===== src/rtl/wdc_consts.vh =====
// constants for the watchdog control and status block
`ifndef WDC_CONSTS_VH
`define WDC_CONSTS_VH
`define WDC_ADDR_RESTART_SRC 8'hD7
`define WDC_ADDR_CTRL 8'hD8
`define WDC_ADDR_EXT_IE 8'hE8
`define WDC_ADDR_TA_KEY 8'hC7
`define WDC_ADDR_CLK_CTRL 8'h8E
`define WDC_ADDR_IRQ_STATUS 8'hF2
`define WDC_ADDR_IRQ_MASK 8'hF3
`define WDC_BIT_POR 6
`define WDC_BIT_TOIF 3
`define WDC_BIT_RSTF 2
`define WDC_BIT_RSTEN 1
`define WDC_BIT_RESTART 0
`define WDC_BIT_WD_INTERRUPT_ENABLE 4
`define WDC_BIT_LOADER 0
`define WDC_KEY_FIRST 8'hAA
`define WDC_KEY_SECOND 8'h55
`define WDC_TA_WINDOW 3'h3
`define WDC_SEL_17 2'h0
`define WDC_SEL_20 2'h1
`define WDC_SEL_23 2'h2
`define WDC_SEL_26 2'h3
`define WDC_RESET_DELAY 10'h200
`define WDC_RESET_PULSE 4'h8
`define WDC_EXT_MASK 8'h56
`endif


===== src/rtl/wdc_watchdog.v =====
// watchdog control and status logic with register port
//
// Notes on behaviour
// power-up flag bit 6 set at power-up; only software clears or writes it.
// time-out sets interrupt flag bit 3 regardless of enable; software clears.
// extended interrupt enable bit 4 gates the watchdog interrupt request.
// with reset-enable set, watchdog reset sets reset flag bit 2; else untouched.
// control bit 1 lets a time-out reset the device.
// writing 1 to bit 0 restarts the count; hardware clears the bit.
// external reset loads control with 0x0x0xx0b, x bits keep their value.
// watchdog reset sets reset flag and leaves all other control bits.
// power-on reset clears reset flag and reset-enable, sets power-up flag.
// reads free; bits 6,3,1,0 written only under timed access.
// timed access is AAh then 55h to the key register.
// clock control upper bits both set select a 26-bit interval.
// restart source bit 0 picks loader or application flash; timed access.
// counter runs on system clock; time-out then reset delay if enabled.
`timescale 1ns/1ps
`include "wdc_consts.vh"

module wdc_watchdog (
  input wire i_clock, // system clock 100 MHz
  input wire i_rst_b, // power-on reset, active low
  input wire i_ext_rst, // external reset pin, asynchronous, active high
  input wire [7:0] i_addr, // register address
  input wire [7:0] i_wdata, // write data
  input wire i_wr, // write strobe
  input wire i_rd, // read strobe
  output reg [7:0] o_rdata, // read data, one cycle after strobe
  output reg o_wd_irq, // watchdog interrupt request to the core
  output reg o_irq, // block status interrupt level
  output reg o_wd_reset, // watchdog reset pulse to the system
  output reg o_boot_loader // restart from loader flash after watchdog reset
);

  // reset release and pin synchroniser
  reg [1:0] rst_sync_reg;
  wire rst_n = rst_sync_reg[1];
  reg [2:0] ext_sync_reg;
  reg ext_level_reg;
  reg ext_level_d_reg;

  // registers
  reg [7:0] ctrl_reg;
  reg [7:0] restart_src_reg;
  reg [7:0] ext_ie_reg;
  reg [7:0] clk_ctrl_reg;
  reg [1:0] irq_status_reg;
  reg [1:0] irq_mask_reg;
  reg [1:0] ta_state_reg;
  reg [2:0] ta_cnt_reg;
  reg [25:0] count_reg;
  reg [9:0] delay_reg;
  reg delay_run_reg;
  reg [3:0] pulse_reg;
  reg [7:0] rdata_next;

  localparam TA_IDLE = 2'h0;
  localparam TA_HALF = 2'h1;
  localparam TA_OPEN = 2'h2;

  // write decode
  function wr_hit;
    input [7:0] a;
    input [7:0] target;
    input w;
    begin
      wr_hit = w && (a == target);
    end
  endfunction

  // interval end for the selected length
  function [25:0] limit_of;
    input [1:0] sel;
    begin
      case (sel)
        `WDC_SEL_17: limit_of = 26'h001FFFF;
        `WDC_SEL_20: limit_of = 26'h00FFFFF;
        `WDC_SEL_23: limit_of = 26'h07FFFFF;
        default: limit_of = 26'h3FFFFFF;
      endcase
    end
  endfunction

  wire ta_open = (ta_state_reg == TA_OPEN);
  wire wr_ctrl = wr_hit(i_addr, `WDC_ADDR_CTRL, i_wr);
  wire wr_ta = wr_hit(i_addr, `WDC_ADDR_TA_KEY, i_wr);
  wire restart_req = wr_ctrl && ta_open && i_wdata[`WDC_BIT_RESTART];
  wire timeout = (count_reg == limit_of(clk_ctrl_reg[7:6]));
  wire wd_fire = delay_run_reg && (delay_reg == 10'h000);
  wire ext_edge = ext_level_reg && !ext_level_d_reg;
  wire status_rd = i_rd && (i_addr == `WDC_ADDR_IRQ_STATUS);

  // reset release through two flip-flops
  always @(posedge i_clock or negedge i_rst_b) begin
    if (!i_rst_b) begin
      rst_sync_reg <= 2'h0;
    end else begin
      rst_sync_reg <= {rst_sync_reg[0], 1'b1};
    end
  end

  // external reset pin: three stages, change counted when stages two and three agree
  // the filtered level idles low like the pin, so no false edge follows reset
  // only the rising edge acts; a held pin does not reapply the reset
  always @(posedge i_clock or negedge rst_n) begin
    if (!rst_n) begin
      ext_sync_reg <= 3'h0;
      ext_level_reg <= 1'b0;
      ext_level_d_reg <= 1'b0;
    end else begin
      ext_sync_reg <= {ext_sync_reg[1:0], i_ext_rst};
      if (ext_sync_reg[1] == ext_sync_reg[2]) begin
        ext_level_reg <= ext_sync_reg[2];
      end
      ext_level_d_reg <= ext_level_reg;
    end
  end

  // timed access key sequence, open for a few cycles after AAh then 55h
  // any other write between the two key bytes aborts the sequence
  // the first write after the second key byte uses the window and closes it,
  // so each protected write needs a fresh key sequence
  always @(posedge i_clock or negedge rst_n) begin
    if (!rst_n) begin
      ta_state_reg <= TA_IDLE;
      ta_cnt_reg <= 3'h0;
    end else begin
      case (ta_state_reg)
        TA_IDLE: begin
          if (wr_ta && i_wdata == `WDC_KEY_FIRST) begin
            ta_state_reg <= TA_HALF;
          end
        end
        TA_HALF: begin
          if (wr_ta) begin
            ta_state_reg <= (i_wdata == `WDC_KEY_SECOND) ? TA_OPEN : TA_IDLE;
            ta_cnt_reg <= `WDC_TA_WINDOW;
          end else if (i_wr) begin
            ta_state_reg <= TA_IDLE;
          end
        end
        TA_OPEN: begin
          ta_cnt_reg <= ta_cnt_reg - 3'h1;
          if (i_wr || ta_cnt_reg == 3'h0) begin
            ta_state_reg <= TA_IDLE;
          end
        end
        default: ta_state_reg <= TA_IDLE;
      endcase
    end
  end

  // watchdog counter and reset delay
  // the counter wraps at the selected interval and flags a time-out each time
  // a reset is armed only when reset-enable is set at the time-out edge
  // a keyed restart or an external reset cancels an armed reset
  // the reset pulse is stretched so the rest of the system sees it reliably
  always @(posedge i_clock or negedge rst_n) begin
    if (!rst_n) begin
      count_reg <= 26'h0;
      delay_reg <= 10'h0;
      delay_run_reg <= 1'b0;
      pulse_reg <= 4'h0;
    end else begin
      if (restart_req || ext_edge || wd_fire) begin
        count_reg <= 26'h0;
        delay_run_reg <= 1'b0;
      end else begin
        count_reg <= timeout ? 26'h0 : count_reg + 26'h1;
        if (timeout && ctrl_reg[`WDC_BIT_RSTEN] && !delay_run_reg) begin
          delay_run_reg <= 1'b1;
          delay_reg <= `WDC_RESET_DELAY;
        end else if (delay_run_reg) begin
          delay_reg <= delay_reg - 10'h1;
        end
      end
      if (wd_fire) begin
        pulse_reg <= `WDC_RESET_PULSE;
      end else if (pulse_reg != 4'h0) begin
        pulse_reg <= pulse_reg - 4'h1;
      end
    end
  end

  // control and status register
  // an external reset keeps only bits 6, 4, 2 and 1 and clears the rest
  // protected bits follow a write only while the key window is open
  // hardware sets are written last, so a set beats a software clear in the same cycle
  // the restart bit never stores a one; the restart acts through restart_req
  always @(posedge i_clock or negedge rst_n) begin
    if (!rst_n) begin
      ctrl_reg <= 8'h40;
    end else if (ext_edge) begin
      ctrl_reg <= ctrl_reg & `WDC_EXT_MASK;
    end else begin
      if (wr_ctrl) begin
        ctrl_reg[7] <= i_wdata[7];
        ctrl_reg[5:4] <= i_wdata[5:4];
        ctrl_reg[`WDC_BIT_RSTF] <= i_wdata[`WDC_BIT_RSTF];
        if (ta_open) begin
          ctrl_reg[`WDC_BIT_POR] <= i_wdata[`WDC_BIT_POR];
          ctrl_reg[`WDC_BIT_RSTEN] <= i_wdata[`WDC_BIT_RSTEN];
          ctrl_reg[`WDC_BIT_TOIF] <= i_wdata[`WDC_BIT_TOIF];
        end
      end
      ctrl_reg[`WDC_BIT_RESTART] <= 1'b0;
      if (timeout) begin
        ctrl_reg[`WDC_BIT_TOIF] <= 1'b1;
      end
      if (wd_fire && ctrl_reg[`WDC_BIT_RSTEN]) begin
        ctrl_reg[`WDC_BIT_RSTF] <= 1'b1;
      end
    end
  end

  // restart source select
  // only a keyed write lands here, so a runaway program cannot move the restart
  // target; the other bits are stored but read back as zero
  always @(posedge i_clock or negedge rst_n) begin
    if (!rst_n) begin
      restart_src_reg <= 8'h00;
    end else begin
      if (wr_hit(i_addr, `WDC_ADDR_RESTART_SRC, i_wr) && ta_open) begin
        restart_src_reg <= i_wdata;
      end
    end
  end

  // extended interrupt enable, a plain register
  // bit 4 gates the watchdog interrupt; the other bits belong to other blocks
  always @(posedge i_clock or negedge rst_n) begin
    if (!rst_n) begin
      ext_ie_reg <= 8'h00;
    end else begin
      if (wr_hit(i_addr, `WDC_ADDR_EXT_IE, i_wr)) begin
        ext_ie_reg <= i_wdata;
      end
    end
  end

  // clock control, a plain register
  // the top two bits pick the interval; a change takes effect on the next
  // compare, so a shorter interval chosen mid-count may wrap the counter first
  always @(posedge i_clock or negedge rst_n) begin
    if (!rst_n) begin
      clk_ctrl_reg <= 8'h00;
    end else begin
      if (wr_hit(i_addr, `WDC_ADDR_CLK_CTRL, i_wr)) begin
        clk_ctrl_reg <= i_wdata;
      end
    end
  end

  // status interrupt mask, same layout as the status register
  // bit 0 passes time-outs, bit 1 passes watchdog resets
  always @(posedge i_clock or negedge rst_n) begin
    if (!rst_n) begin
      irq_mask_reg <= 2'h0;
    end else begin
      if (wr_hit(i_addr, `WDC_ADDR_IRQ_MASK, i_wr)) begin
        irq_mask_reg <= i_wdata[1:0];
      end
    end
  end

  // sticky event status, cleared by a read; a new event wins
  // an event in the same cycle as the clearing read stays visible for the
  // next read, so software never loses an event
  always @(posedge i_clock or negedge rst_n) begin
    if (!rst_n) begin
      irq_status_reg <= 2'h0;
    end else begin
      irq_status_reg <= (status_rd ? 2'h0 : irq_status_reg) | {wd_fire, timeout};
    end
  end

  // read data mux
  always @* begin
    rdata_next = 8'h00;
    case (i_addr)
      `WDC_ADDR_CTRL: rdata_next = ctrl_reg;
      `WDC_ADDR_RESTART_SRC: rdata_next = {7'h00, restart_src_reg[`WDC_BIT_LOADER]};
      `WDC_ADDR_EXT_IE: rdata_next = ext_ie_reg;
      `WDC_ADDR_CLK_CTRL: rdata_next = clk_ctrl_reg;
      `WDC_ADDR_IRQ_STATUS: rdata_next = {6'h00, irq_status_reg};
      `WDC_ADDR_IRQ_MASK: rdata_next = {6'h00, irq_mask_reg};
      default: rdata_next = 8'h00;
    endcase
  end

  // registered outputs
  // read data stands only in the cycle after a read strobe and is zero
  // otherwise; interrupt levels lag their sources by one cycle
  always @(posedge i_clock or negedge rst_n) begin
    if (!rst_n) begin
      o_rdata <= 8'h00;
      o_wd_irq <= 1'b0;
      o_irq <= 1'b0;
      o_wd_reset <= 1'b0;
      o_boot_loader <= 1'b0;
    end else begin
      o_rdata <= i_rd ? rdata_next : 8'h00;
      o_wd_irq <= ctrl_reg[`WDC_BIT_TOIF] && ext_ie_reg[`WDC_BIT_WD_INTERRUPT_ENABLE];
      o_irq <= |(irq_status_reg & irq_mask_reg);
      o_wd_reset <= (pulse_reg != 4'h0);
      o_boot_loader <= restart_src_reg[`WDC_BIT_LOADER];
    end
  end

endmodule


===== config.mk =====
export PLATFORM = sky130hd
export DESIGN_NAME = wdc_watchdog
export DESIGN_NICKNAME = d
export VERILOG_FILES = /design/src/rtl/wdc_watchdog.v
export VERILOG_INCLUDE_DIRS = /design/src /design/src/rtl
export SDC_FILE = /design/constraint.sdc
export NUM_CORES = 1
export LEC_CHECK = 0
export ABC_AREA = 1
export BUFFER_PORTS_ARGS = -buffer_cell sky130_fd_sc_hd__buf_2
export CAP_MARGIN = 20
export CORE_ASPECT_RATIO = 1.25
export CORE_MARGIN = 3
export CORE_UTILIZATION = 40
export CTS_CLUSTER_DIAMETER = 60
export CTS_CLUSTER_SIZE = 40
export DETAILED_ROUTE_END_ITERATION = 12
export RECOVER_POWER = 25
export SETUP_SLACK_MARGIN = 0.1
export SYNTH_ARGS = -nofsm -noshare
export SYNTH_HDL_FRONTEND = slang
export SYNTH_SLANG_ARGS = --single-unit

===== constraint.sdc =====
create_clock -name i_clock -period 3.7 [get_ports i_clock]
set_input_delay 0.37 -clock i_clock [delete_from_list [all_inputs] [get_ports i_clock]]
set_output_delay 0.37 -clock i_clock [all_outputs]
set_load 0.01 [all_outputs]

==> run_results.csv <==
group,metric,value,unit
die,die-area,0.0133,mm^2
synth,ys_ff_latch,93,
drt,dr_total_vias,3835,
clocking,cts_setup_buffers,0,
setup_path,critPathTopFamily,"simple AND/OR/NAND/NOR gates",
sta,fmax,0.447,GHz
global_routing,grtUsageTotal,0.168,
die,core,0.0116,mm^2
final_layout,final_cells,782,
sta,setup_violations,0,
clocking,numClockSinks,93,
drt,drtAntennaViolNets,0,
die,num_io_pins,33,
drt,dr.pass1.iters,4,
clocking,cts_tree,"yes",
place,post-dp-hpwl,7790,um
setup_path,crit_required,3.99,ns
clocking,cts_resized,0,
clocking,cts_max_level,3,
synth,synthTopCellsByArea,"dfrtp_1, nand2_1, inv_1",
synth,synth.largest_area_cell,"dfrtp_1",
setup_path,cp.arrival,2.53,ns
die,die_h,128,um
setup_path,cp_num_cells,11,
final_layout,num_antenna_cells,0,
setup_path,cp-start-kind,"register",
clocking,cts_root_buffer,"clkbuf_16",
setup_path,cp_common_cell,"nand2_1",
synth,avgSynthCellArea,8.27,um^2
global_routing,grt_pass1_wl,17900,um
global_routing,grt_max_degree,33,
final_layout,layout_commonest_cell,"nand2_1",
final_layout,final_core_util,0.465,
synth,synth_fp_nets,604,
global_routing,grt_pass1_vias,3734,
power_and_ir_drop,power_density,399,mW/mm^2
die,rows,44,
final_layout,drive_gt1_frac,0.134,
global_routing,gr-total-overflow,0,
power_and_ir_drop,total_power,2.16,mW
global_routing,antenna_found_initial,0,
sta,maxSlewHeadroom,0.168,
setup_path,reg2reg_depth,11,
place,placed_cells,765,
final_layout,syn2layout_area_growth,13.2,%
clocking,cts_buffer_depth,2,
sta,period_share,0.605,
min_path,hp-class,"in2reg",
sta,tightest_slew,1.25,ns
synth,synth_cell_types,41,
sta,rsz0062_at_grt,"false",
clocking,numCtsBuffers,9,
die,start_util,0.411,
synth,synthCells,577,
power_and_ir_drop,leakage,2.68,nW
drt,drcViolationCount,0,
synth,seq_area_frac_synth,0.488,
clocking,clock_latency,0.35,ns
drt,drt-total-wl,10500,um
setup_path,slowest_stage,"dfrtp_1",
place,gp_congestion,0.902,
final_layout,fin_nets,643,
drt,drtIter0Drc,209,
die,die_w,104,um
synth,synth_area,0.00477,mm^2
synth,ys.warnings.count,0,
sta,skew,0.00720,ns
setup_path,critPathMaxStageDelay,0.37,ns
drt,wire_per_inst,13.5,um
sta,fin_tns_setup,0,ns
setup_path,path_buf_inv,2,
setup_path,cp-end-kind,"register",
final_layout,largest_register_ffs,26,
drt,via_per_inst,4.90,
clocking,cts.clk_slew.worst_paths,0.06,ns
sta,maxSlewViolCount,0,
setup_path,crit_fanout,13,
power_and_ir_drop,peakVddDrop,215,uV
setup_path,path_cells,"inv_1 -> ha_1 -> nand2_1 -> nor2_1 -> nand4_1 -> nand3_2 -> inv_2 -> nand3_2 -> nand2_1 -> nand2_1 -> nand2_1",
setup_path,worstSetupPathType,"reg2reg",
job,max_cap_viol_count,0,
final_layout,layout_common_cells,"nand2_1, dfrtp_1, inv_1",
status,status,"finished clean",
min_path,holdPathStages,1,
sta,period_minus_slack,2.24,ns
synth,yosys.area.top_type_share,0.482,
place,port_buffers,32,
sta,hold_viol_final,0,
## cell type report
type,instances,area (um^2)
clock inverters,4,47.5
clock buffers,12,246
well taps,161,201
fillers,1113,6210
repair buffers,35,184
flip-flops and latches,93,2330
multi-input cells,395,2090
inverters,82,310
## stage by stage
step | setup slack [ns] | instance area [um^2] | hold WS [ns]
2_1_floorplan | 0.919 | 4770 | 0.0744
3_3_place_gp | 1.55 | 5110 | 0.154
3_5_place_dp | 1.44 | 5110 | 0.156
4_1_cts | 1.44 | 5410 | 0.115
5_1_grt | 1.19 | 5410 | 0.118
6_report | 1.46 | 5410 | 0.124
## worst reg2reg max path: cells and delay by family, from the launching register on
family	cells	cell delay [ns]
buffers and inverters	2	0.34
flip-flops	1	0.37
AND/OR/NAND/NOR	8	1.26
adder cells (fa/ha/maj)	1	0.21
## kinds of logic (layout without fill, tap and decap cells)
| group | after synthesis | in the layout | synth area share |
|---|---|---|---|
| xor gates and xnor gates | 26 | 26 | 0.0477 |
| AOI/OAI and AO/OA | 46 | 46 | 0.0556 |
| muxes | 1 | 1 | 0.00210 |
| other | 1 | 1 | 0.000785 |
| and+or+nand+nor | 314 | 314 | 0.313 |
| DFF | 93 | 93 | 0.488 |
| adders and majority gates | 7 | 7 | 0.0178 |
| buffers and inverters | 89 | 133 | 0.0752 |
## path summary, 6_finish.rpt
| kind | startpoint | endpoint | slack (ns) |
|---|---|---|---|
| worst max-delay path | delay_reg[0] | delay_reg[1] | 1.46 |
| worst min-delay path | i_ext_rst | ext_sync_reg[0] | 0.12 |
| worst max register to register | delay_reg[0] | delay_reg[1] | 1.46 |
| worst min register to register | ext_sync_reg[0] | ext_sync_reg[1] | 0.35 |
| max in group asynchronous | rst_sync_reg[1] | ctrl_reg[6] | 2.09 |
| min in group asynchronous | i_rst_b | rst_sync_reg[0] | 0.33 |
## synthesized netlist by cell type
master     count
a31oi_1        1
nor2_2         3
nor3b_1        1
nand3_1       22
or2_0          1
mux2i_1        1
buf_6          2
o2111ai_1      1
o22ai_1        3
a22o_1         1
o21ai_0       27
buf_2          3
inv_4          1
nor2_4         4
nand2_1      148
nand4_2        1
a21oi_1        7
and3_2         1
xnor2_1        5
buf_4          1
o311ai_0       1
maj3_1         1
clkbuf_1       1
nor4_1         4
dfrtp_1       92
o221ai_1       5
xor2_1        21
nand3_2       13
inv_2          5
nand4_1       18
nor3_1        22
or2_2          2
nor4_4         1
ha_1           6
inv_1         76
dfstp_2        1
nor2_8         1
nand3_4        2
conb_1         1
nand2_2        1
nor2_1        69
## layer usage
layer | part of all wire | vias up | GRT usage
met2 | 0.50 | 65 | 0.283
met5 | 0 | - | 0
met3 | 0.033 | 23 | 0.0317
met1 | 0.44 | 1819 | 0.206
li1 | - | 1928 | -
met4 | 0.028 | 0 | 0.0876
## where the power goes
group | internal [mW] | switching, mW
clock network | 0.540 | 0.384
logic | 0.0455 | 0.0910
registers | 1.06 | 0.0367
## what timing repair did
action	in CTS	in global routing
setup endpoints to repair	0	0
hold endpoints to repair	2	0
hold buffers	1	0
No activity file was read; power rests on OpenSTA's default activity.
